$ cat config.mk
export PLATFORM = sky130hd
export DESIGN_NAME = ists_slave_tx
export DESIGN_NICKNAME = d
export VERILOG_FILES = /design/src/ists_pkg.sv /design/src/ists_slave_tx.sv /design/src/ists_sync.sv
export VERILOG_INCLUDE_DIRS = /design/src
export SDC_FILE = /design/constraint.sdc
export NUM_CORES = 1
export LEC_CHECK = 0
export ABC_AREA = 0
export ABC_CLOCK_PERIOD_IN_PS = 1400
export BUFFER_PORTS_ARGS = -buffer_cell sky130_fd_sc_hd__buf_4
export CAP_MARGIN = 20
export CORE_MARGIN = 5
export CORE_UTILIZATION = 35
export CTS_CLUSTER_DIAMETER = 50
export CTS_CLUSTER_SIZE = 24
export DETAILED_ROUTE_END_ITERATION = 8
export GPL_ROUTABILITY_DRIVEN = 0
export GPL_TIMING_DRIVEN = 0
export PLACE_DENSITY_LB_ADDON = 0.05
export SETUP_SLACK_MARGIN = 0.15
export SLEW_MARGIN = 5
export SYNTH_ARGS = -nofsm -noshare
export SYNTH_HDL_FRONTEND = slang
export SYNTH_SLANG_ARGS = --single-unit
$ cat constraint.sdc
create_clock -name i_clk -period 1.4 [get_ports i_clk]
set_input_delay 0.28 -clock i_clk [delete_from_list [all_inputs] [get_ports i_clk]]
set_output_delay 0.28 -clock i_clk [all_outputs]
set_load 0.01 [all_outputs]
$ cat src/ists_regs.svh
// constants for the two-wire slave-transmitter path
// Overview of operation
// - on read-address match, set the read/write status bit.
// - on read-address match, put the address byte in the serial buffer.
// - acknowledge the matched read address in the ninth bit slot.
// - after that acknowledge, clear clock release and hold clock low.
// - writing the serial buffer also loads the shift register.
// - setting clock release (control bit 4) frees the clock line.
// - shift eight bits out: first bit with the release, the rest changing on clock falling edges.
// - raise the byte flag once per byte, address byte included.
// - set the byte flag on the falling edge of the ninth clock.
// - byte flag stays set until software clears it.
// - sample master acknowledge at the ninth clock rising edge.
// - no acknowledge ends the read transfer, stop transmitting.
// - on no acknowledge reset slave logic and status, await a start.
// - on acknowledge, software loads the next byte and sets release.
`ifndef ISTS_REGS_SVH
`define ISTS_REGS_SVH
`define ISTS_CTRL_RELEASE_BIT 4
`define ISTS_STAT_RW_BIT      2
`define ISTS_STAT_RESET       8'h00
`define ISTS_BUF_RESET        8'h00
`define ISTS_CTRL_RESET       8'h00
`define ISTS_SHREG_RESET      8'h00
`define ISTS_CNT_RESET        4'h0
`define ISTS_BITS_PER_BYTE    4'h8
`endif

$ cat src/ists_pkg.sv
// types for the two-wire slave-transmitter path
package ists_pkg;
  typedef enum logic [2:0] {
    ISTS_IDLE,
    ISTS_ADDR,
    ISTS_ADDR_ACK,
    ISTS_HOLD,
    ISTS_DATA,
    ISTS_MACK,
    ISTS_SKIP
  } ists_state_t;

  typedef struct packed {
    logic scl_rise;
    logic scl_fall;
    logic scl_lvl;
    logic sda_lvl;
    logic start;
    logic stop;
  } ists_bus_t;
endpackage

$ cat src/ists_slave_tx.sv
// two-wire slave-transmitter: address match, ack, clock stretch, shift out
`include "ists_regs.svh"
module ists_slave_tx
  import ists_pkg::*;
(
  input  wire logic       i_clk,
  input  wire logic       i_rstn,
  input  wire logic       i_scl,
  input  wire logic       i_sda,
  output wire logic       o_scl_out,
  output wire logic       o_scl_oe,
  output wire logic       o_sda_out,
  output wire logic       o_sda_oe,
  input  wire logic [6:0] i_slave_addr,
  input  wire logic       i_serial_buffer_wr,
  input  wire logic [7:0] i_serial_buffer_wdata,
  input  wire logic       i_serial_control_wr,
  input  wire logic [7:0] i_serial_control_wdata,
  input  wire logic       i_serial_byte_flag_clr,
  output wire logic [7:0] o_serial_buffer,
  output wire logic [7:0] o_serial_status,
  output wire logic [7:0] o_serial_control,
  output wire logic       o_serial_byte_flag,
  output wire logic       o_master_nack
);
  import ists_pkg::*;

  ////////////////////////////////////////
  // all block state in one word: reset and update stay in step
  typedef struct packed {
    ists_state_t st;
    logic [7:0]  shreg;
    logic [7:0]  buffer;
    logic [7:0]  status;
    logic [7:0]  control;
    logic [3:0]  bitcnt;
    logic        flag;
    logic        nack;
    logic        sda_drv;
  } ists_st_t;

  ists_st_t  s_r;
  ists_st_t  s_nxt;
  ists_bus_t bus;

  localparam ists_st_t RESET_ST = '{
    st:      ISTS_IDLE,
    shreg:   `ISTS_SHREG_RESET,
    buffer:  `ISTS_BUF_RESET,
    status:  `ISTS_STAT_RESET,
    control: `ISTS_CTRL_RESET,
    bitcnt:  `ISTS_CNT_RESET,
    flag:    1'b0,
    nack:    1'b0,
    sda_drv: 1'b0
  };

  ////////////////////////////////////////
  // pins reach the state machine two cycles late, and a clock phase
  // shorter than one core cycle can fall between samples and be missed
  ists_sync u_sync (
    .i_clk  (i_clk),
    .i_rstn (i_rstn),
    .i_scl  (i_scl),
    .i_sda  (i_sda),
    .o_bus  (bus)
  );

  ////////////////////////////////////////
  // seven-bit address in [7:1], read/write flag in [0]
  function automatic logic read_match(input logic [7:0] b,
                                      input logic [6:0] a);
    read_match = (b[7:1] == a) && b[0];
  endfunction

  function automatic logic release_set(input logic [7:0] c);
    release_set = c[`ISTS_CTRL_RELEASE_BIT];
  endfunction

  ////////////////////////////////////////
  always_comb
  begin
    s_nxt = s_r;
    if (i_serial_control_wr)
      s_nxt.control = i_serial_control_wdata;
    if (i_serial_buffer_wr)
    begin
      s_nxt.buffer = i_serial_buffer_wdata;
      s_nxt.shreg  = i_serial_buffer_wdata;
    end
    if (i_serial_byte_flag_clr)
      s_nxt.flag = 1'b0;

    if (bus.stop)
    begin
      s_nxt.st      = ISTS_IDLE;
      s_nxt.sda_drv = 1'b0;
    end
    else if (bus.start)
    begin
      s_nxt.st      = ISTS_ADDR;
      s_nxt.bitcnt  = 4'h0;
      s_nxt.sda_drv = 1'b0;
      s_nxt.nack    = 1'b0;
    end
    else
    begin
      unique case (s_r.st)
        ISTS_IDLE: ;
        ISTS_ADDR:
        begin
          if (bus.scl_rise)
          begin
            s_nxt.shreg  = {s_r.shreg[6:0], bus.sda_lvl};
            s_nxt.bitcnt = s_r.bitcnt + 4'h1;
          end
          else if (bus.scl_fall && s_r.bitcnt == `ISTS_BITS_PER_BYTE)
          begin
            // only read requests are served by this path
            if (read_match(s_r.shreg, i_slave_addr))
            begin
              s_nxt.status[`ISTS_STAT_RW_BIT] = 1'b1;
              s_nxt.buffer  = s_r.shreg;
              s_nxt.sda_drv = 1'b1;
              s_nxt.st      = ISTS_ADDR_ACK;
            end
            else
              s_nxt.st = ISTS_SKIP;
          end
        end
        ISTS_ADDR_ACK:
        begin
          if (bus.scl_fall)
          begin
            s_nxt.sda_drv = 1'b0;
            s_nxt.flag    = 1'b1;
            s_nxt.control[`ISTS_CTRL_RELEASE_BIT] = 1'b0;
            s_nxt.st      = ISTS_HOLD;
          end
        end
        ISTS_HOLD:
        begin
          // clock is held low here until software sets release; the
          // write itself is looked at so the line frees on the same edge that loads control
          if (release_set(s_nxt.control))
          begin
            // first bit leaves with the release: no setup before the rise,
            // the master samples well after it sees the line high
            s_nxt.sda_drv = ~s_nxt.shreg[7];
            s_nxt.bitcnt  = 4'h1;
            s_nxt.st      = ISTS_DATA;
          end
        end
        ISTS_DATA:
        begin
          if (bus.scl_fall)
          begin
            if (s_r.bitcnt == `ISTS_BITS_PER_BYTE)
            begin
              s_nxt.sda_drv = 1'b0;
              s_nxt.st      = ISTS_MACK;
            end
            else
            begin
              s_nxt.shreg   = {s_r.shreg[6:0], 1'b0};
              s_nxt.sda_drv = ~s_r.shreg[6];
              s_nxt.bitcnt  = s_r.bitcnt + 4'h1;
            end
          end
        end
        ISTS_MACK:
        begin
          if (bus.scl_rise)
            s_nxt.nack = bus.sda_lvl;
          else if (bus.scl_fall)
          begin
            s_nxt.flag = 1'b1;
            if (s_r.nack)
            begin
              s_nxt.status = `ISTS_STAT_RESET;
              s_nxt.st     = ISTS_IDLE;
            end
            else
            begin
              s_nxt.control[`ISTS_CTRL_RELEASE_BIT] = 1'b0;
              s_nxt.st = ISTS_HOLD;
            end
          end
        end
        // not ours: sit out until the next start or stop
        ISTS_SKIP: ;
        // an unused state code falls back to idle with the bus released
        default:
        begin
          s_nxt.st      = ISTS_IDLE;
          s_nxt.sda_drv = 1'b0;
        end
      endcase
    end
    // hardware set wins over a software clear in the same cycle
    if (i_serial_byte_flag_clr && s_r.flag && s_nxt.flag
        && !(s_r.st != s_nxt.st))
      s_nxt.flag = 1'b0;
  end

  ////////////////////////////////////////
  always_ff @(posedge i_clk)
  begin
    if (!i_rstn)
      s_r <= RESET_ST;
    else
      s_r <= s_nxt;
  end

  ////////////////////////////////////////
  // open drain: only ever pull low
  assign o_scl_out          = 1'b0;
  assign o_scl_oe           = (s_r.st == ISTS_HOLD);
  assign o_sda_out          = 1'b0;
  assign o_sda_oe           = s_r.sda_drv;
  assign o_serial_buffer    = s_r.buffer;
  assign o_serial_status    = s_r.status;
  assign o_serial_control   = s_r.control;
  assign o_serial_byte_flag = s_r.flag;
  assign o_master_nack      = s_r.nack;
endmodule

$ cat src/ists_sync.sv
// pin synchronisers and edge / start / stop detection
module ists_sync
  import ists_pkg::*;
(
  input  wire logic      i_clk,
  input  wire logic      i_rstn,
  input  wire logic      i_scl,
  input  wire logic      i_sda,
  output ists_pkg::ists_bus_t o_bus
);
  typedef struct packed {
    logic [1:0] scl_m;
    logic [1:0] sda_m;
    logic       scl_q;
    logic       sda_q;
  } ists_sync_st_t;

  ists_sync_st_t s_r;
  ists_sync_st_t s_nxt;

  always_comb
  begin
    s_nxt       = s_r;
    s_nxt.scl_m = {s_r.scl_m[0], i_scl};
    s_nxt.sda_m = {s_r.sda_m[0], i_sda};
    s_nxt.scl_q = s_r.scl_m[1];
    s_nxt.sda_q = s_r.sda_m[1];
  end

  always_ff @(posedge i_clk)
  begin
    if (!i_rstn)
      s_r <= '{scl_m: 2'h3, sda_m: 2'h3, scl_q: 1'b1, sda_q: 1'b1};
    else
      s_r <= s_nxt;
  end

  // only stage [1] of each synchroniser is read here
  assign o_bus.scl_rise = s_r.scl_m[1] & ~s_r.scl_q;
  assign o_bus.scl_fall = ~s_r.scl_m[1] & s_r.scl_q;
  assign o_bus.scl_lvl  = s_r.scl_m[1];
  assign o_bus.sda_lvl  = s_r.sda_m[1];
  assign o_bus.start    = s_r.scl_m[1] & s_r.scl_q & s_r.sda_q
                          & ~s_r.sda_m[1];
  assign o_bus.stop     = s_r.scl_m[1] & s_r.scl_q & ~s_r.sda_q
                          & s_r.sda_m[1];
endmodule
Yosys cells after proc, flatten, opt, wreduce, memory -nomap -nowiden

Index checks and enable logic that the tools add are counted.

Bits in registers: 41
Input port bits: 30

Add/subtract/negate cells: 1
Equality and inequality tests: 22
Mux-type cells: 59
Bitwise gates (word level): 17
Reductions and logical operators: 19

Operators with widths:

| operator                                            | count |
|---|---|
| 2-to-1 mux 24 bit                                   | 2 |
| 2-to-1 mux 8 bit                                    | 6 |
| 2-to-1 mux 3 bit                                    | 13 |
| 2-to-1 mux 4 bit                                    | 5 |
| 2-to-1 mux 1 bit                                    | 19 |
| case mux 3 bit (6 select lines)                     | 1 |
| 2-to-1 mux 16 bit                                   | 1 |
| != test 2 bit, second input constant                | 8 |
| case mux 8 bit (2 select lines)                     | 1 |
| case mux 4 bit (3 select lines)                     | 1 |
| 2-to-1 mux 11 bit                                   | 1 |
| inverter 1 bit                                      | 10 |
| equality test 3 bit, second input constant          | 3 |
| != test 3 bit, second input constant                | 3 |
| AND reduction 9 bit                                 | 1 |
| 2-to-1 mux 2 bit                                    | 4 |
| AND 1 bit                                           | 7 |
| equality test 7 bit                                 | 1 |
| AND reduction 7 bit                                 | 1 |
| equality test 3 x 2 -> 1 bit, second input constant | 2 |
| case mux 1 bit (2 select lines)                     | 3 |
| AND reduction 6 bit                                 | 1 |
| nonzero test 2 bit                                  | 3 |
| OR reduction 3 bit                                  | 2 |
| other kinds (14)                                    | 19 |

Longest topological paths before layout

Depth after elaboration: 12
Mapped depth: 7
Gate-level depth less buffers: 6

Cells and area by module

From an unflattened synthesis, not the netlist that was laid out.

Cells, all modules: 250
Area, all modules: 2283.4 µm²

Modules (own cells, without submodules):

| module        | instances | cells an instance | area an instance (µm²) | seq. area each (µm²) |
|---|---|---|---|---|
| ists_slave_tx | 1         | 232               | 2078.2                 | 700.7 |
| ists_sync     | 1         | 18                | 205.2                  | 120.1 |

Worst setup path before layout

Ideal clock, no wire load.

Kind: register to register
Start point: reg s_r[3] in the netlist's numbering
End point: reg s_r, in the netlist o_sda_oe
Arrival: 1492 ps
Setup slack: -151 ps
Stages on the path, launching flop included: 7
Path through: dfxtp_1 -> inv_1 -> ha_1 -> and3b_1 -> or3_1 -> a41oi_1 -> o31a_1

Word-level cells in the longest chain between the ends: 4
Elaborated cells on any way between the ends: 7
Classes of those cells: 2 x eq/ne; 3 x mux; 2 x reduce/logical

RTL lines:

| item                                                                          | line                 | source |
|---|---|---|
| start, declared                                                               | ists_slave_tx.sv:42  | `ists_st_t s_r;` |
| start signal, assigned                                                        | ists_slave_tx.sv:212 | `s_r <= s_nxt;` |
| equality test 4 bit (no source line) *                                        | -                    |  |
| 2-to-1 mux 1 bit / logical AND 1 bit (equally long branches)                  | -                    |  |
| 2-to-1 mux 1 bit / != test 2 bit (equally long branches)                      | -                    |  |
| case mux 1 bit (5 select lines) / AND reduction 7 bit (equally long branches) | -                    |  |

Every way passes the cells marked *; elsewhere a longest branch is shown, timed or not. The select of a mux whose other input is x is not followed.
A chain may end at the register's enable or synchronous reset.

Worst setup path in the final report

Start point: reg s_r[3] in the netlist's numbering
End point: reg s_r[38] in the netlist's numbering

Word-level cells in the longest chain between the ends: 6

RTL lines:

| item                                 | line                 | source |
|---|---|---|
| equality test 4 bit (no source line) | -                    |  |
| 2-to-1 mux 8 bit                     | ists_slave_tx.sv:158 | `` if (s_r.bitcnt == `ISTS_BITS_PER_BYTE) `` |
| 2-to-1 mux 11 bit                    | ists_slave_tx.sv:156 | `if (bus.scl_fall)` |
| case mux 8 bit (2 select lines)      | ists_slave_tx.sv:108 | `unique case (s_r.st)` |
| 2-to-1 mux 24 bit                    | ists_slave_tx.sv:99  | `else if (bus.start)` |
| 2-to-1 mux 24 bit                    | ists_slave_tx.sv:94  | `if (bus.stop)` |

No other way between the ends.

==> results by group <==
Outcome
  • Status: finished with violations
  • Failing checks: setup timing

Die
  • Die width: 92.40 um
  • Die area: 8537 um^2
  • Ports: 60
  • Core Box Area: 6681 um^2
  • Die Ht: 92.40 um
  • Initial core utilization: 0.3556
  • Row count: 30

Clock network
  • CTS root buf: clkbuf_8
  • H-tree depth: 2
  • Clock-pin slew on the worst setup and hold paths: 0.08 ns
  • Clk sink count: 41
  • Clk Latency, worst-skew pair: 0.30 ns
  • Hold_buf cts: 0
  • CTS Buffer Depth: 2
  • CTS tree: built
  • CTS Buf Count: 5

Finish
  • Most frequent cells in the layout: 97 x buf_4, 30 x dfxtp_1, 22 x nand2_1
  • Final net count: 383
  • P&R area growth vs syn: 49.03%
  • Share of layout cells above drive strength 1: 0.5313
  • Finished Layout Cells: 432
  • Most common cell after layout, fill and taps aside: buf_4
  • Layout fillers: 643
  • ANT cells: 0
  • Fin area: 3541 um^2

Pwr
  • Worst VDD drop: 0.4821 mV
  • P_leak: 1.619 nW
  • PwrDens: 810.2 nW/um^2

Drt
  • Routed wire per std cell: 14.41 um
  • Pre-Repair DR Iteration Count: 4
  • Via count: 2,108
  • DRT iter0 DRCs: 94
  • DRC: 0
  • DRT Wirelength: 6223 um
  • Routed Antenna Nets: 0
  • Vias per cell: 4.880

Synth
  • Leading post-synthesis cells by cell area: dfxtp_1 35%, mux2i_1 8.8%, buf_4 8.5%, mux2_2 5.2%, nand2_1 4.4%
  • Post-synth EDFFs: 0
  • Ys async rst share: 0
  • Mapped Cells: 256
  • YS warnings: 0
  • Synth area leader: dfxtp_1
  • Main synth FF type: dfxtp_1
  • Synthesized cell area: 2376 um^2
  • Seq/Total Area, Yosys: 0.3454
  • Synth Register Bits: 41
  • Share of the synthesized area in the top cell type: 0.3454
  • Synthesized area per cell: 9.281 um^2
  • Library cells used by synthesis: 55

Flow run
  • Max-capacitance violation count: 0

Setup path
  • CP peak stage delay: 0.34 ns
  • Crit Path Category: register to register
  • Type of origin of the critical path: register
  • Worst R2R Setup Slack: -0.12 ns
  • Crit path max fanout: 4
  • CP arrival: 1.71 ns
  • Required @ worst endpoint: 1.59 ns
  • Critical Path End Type: register
  • Highest-delay cell along the critical path: a32oi_4
  • Cells along the critical path: inv_2, ha_4, nand3b_1, a32oi_4, buf_6, mux2i_1, nor2b_1

Timing
  • Skew final: 0.01120 ns
  • Slew Limit Fails: 0
  • Fin crit share: 1.085
  • Setup TNS: -1.504 ns
  • Fmax: 658.2 MHz
  • Max-slew headroom: 0.6321
  • RSZ-0062 raised after global routing: true
  • Worst slew pin tran: 0.5519 ns
  • Final setup vio count: 21
  • Final WS setup: -0.1194 ns
  • Tmin final: 1.519 ns
  • Worst hold slack: 0.1685 ns
  • Hold Fails Final Rpt: 0

Placement
  • DP Wirelength: 4170 um
  • DP Cell Count: 392
  • IO Port Bufs: 48
  • Placed inst area: 2908 um^2

Global routing
  • Vias in the first global route: 1,974
  • Global Route Usage Sum: 0.1430
  • Total congestion overflow: 0
  • Number of antenna violations at the first check in global routing: 0
  • Largest net degree at the start of global routing: 15
  • First-pass GRT wire length: 9763 um

Min path
  • Worst Hold Class: primary input to register
-- through the flow --
step / power, mW / util / setup slack, ns
3_3_place_gp: 1.706 / 0.4352 / -0.3611
5_1_grt: 3.011 / 0.5300 / -0.1902
6_report: 2.869 / 0.5300 / -0.1194
4_1_cts: 2.901 / 0.5032 / -0.1500
2_1_floorplan: 1.549 / - / -0.06737
3_5_place_dp: 1.708 / 0.4352 / -0.3879
-- metal layers --
layer / GRT usage / vias to the layer above / part of all wire
met5: 0 / - / 0
met4: 0.03342 / 0 / 0.0084
met3: 0.03249 / 5 / 0.058
met2: 0.2314 / 61 / 0.47
met1: 0.1929 / 972 / 0.46
li1: - / 1070 / -
-- state kept, by name (all words and copies together) (netlist names) --
register            count
o_master_nack           1
o_sda_oe                1
o_serial_buffer         8
o_serial_byte_flag      1
o_serial_control        8
o_serial_status         1
s_r                    15
u_sync.o_bus            2
u_sync.s_nxt            2
u_sync.s_r              2
-- layout make-up --
cell class | instances | area (um^2) | share of cell area
multi-input cells | 178 | 1499 | 0.4233
flip-flops and latches | 41 | 844.6 | 0.2385
repair buffers | 80 | 640.6 | 0.1809
plain buffers | 39 | 289.0 | 0.08163
well taps | 80 | 100.1 | 0.02827
clock buffers | 5 | 68.82 | 0.01943
clock inverters | 3 | 68.82 | 0.01943
inverters | 6 | 30.03 | 0.008481
-- power by group --
group | leakage, nW | internal [mW] | switching (mW) | total [mW]
registers | 0.340 | 1.21 | 0.0402 | 1.25
logic | 1.21 | 0.263 | 0.193 | 0.456
clock network | 0.0687 | 0.718 | 0.442 | 1.16
-- kinds of logic after synthesis --
| kind of cell | count (synthesis) | synth area share |
|---|---|---|
| simple gates | 83 | 0.2091 |
| other cells | 1 | 0.001578 |
| xor+xnor | 8 | 0.02949 |
| fa+ha+maj | 2 | 0.01053 |
| compound gates | 44 | 0.1443 |
| mux | 32 | 0.1406 |
| buf+inv | 45 | 0.1190 |
| flops | 41 | 0.3454 |
-- synth_stat cells, types with 4 or more instances --
master	n
nand2b_1	9
nand2_1	28
inv_1	6
nor2b_1	11
mux2i_1	21
o21ai_0	5
dfxtp_1	41
xnor2_1	8
buf_4	27
a21oi_1	5
o211a_1	7
buf_2	4
o211ai_1	5
clkbuf_1	6
mux2_2	11
-- critical path: cells and delay by family, from the launching register on --
family | cells | cell delay [ns]
muxes | 1 | 0.17
DFF | 1 | 0.33
and+or+nand+nor | 2 | 0.22
buffers and inverters | 2 | 0.24
AOI/OAI and AO/OA | 1 | 0.34
adders and majority gates | 1 | 0.12
-- repair_timing --
action,CTS,global route
endpoints found under the hold margin,0,0
gates cloned,1,0
endpoints found under the setup margin,29,29
resized for setup,40,28
pin swaps,18,20
buffers inserted,22,9
-- path summary, 6_finish.rpt --
kind | startpoint | end | cells after the start
max | s_r[3] | s_r[38] | 7
max reg2reg | s_r[3] | s_r[38] | 7
min | i_scl | u_sync.s_nxt[5] | 2
min reg2reg | u_sync.s_nxt[3] | u_sync.o_bus[2] | 1
(Power assumes the default switching activity.)
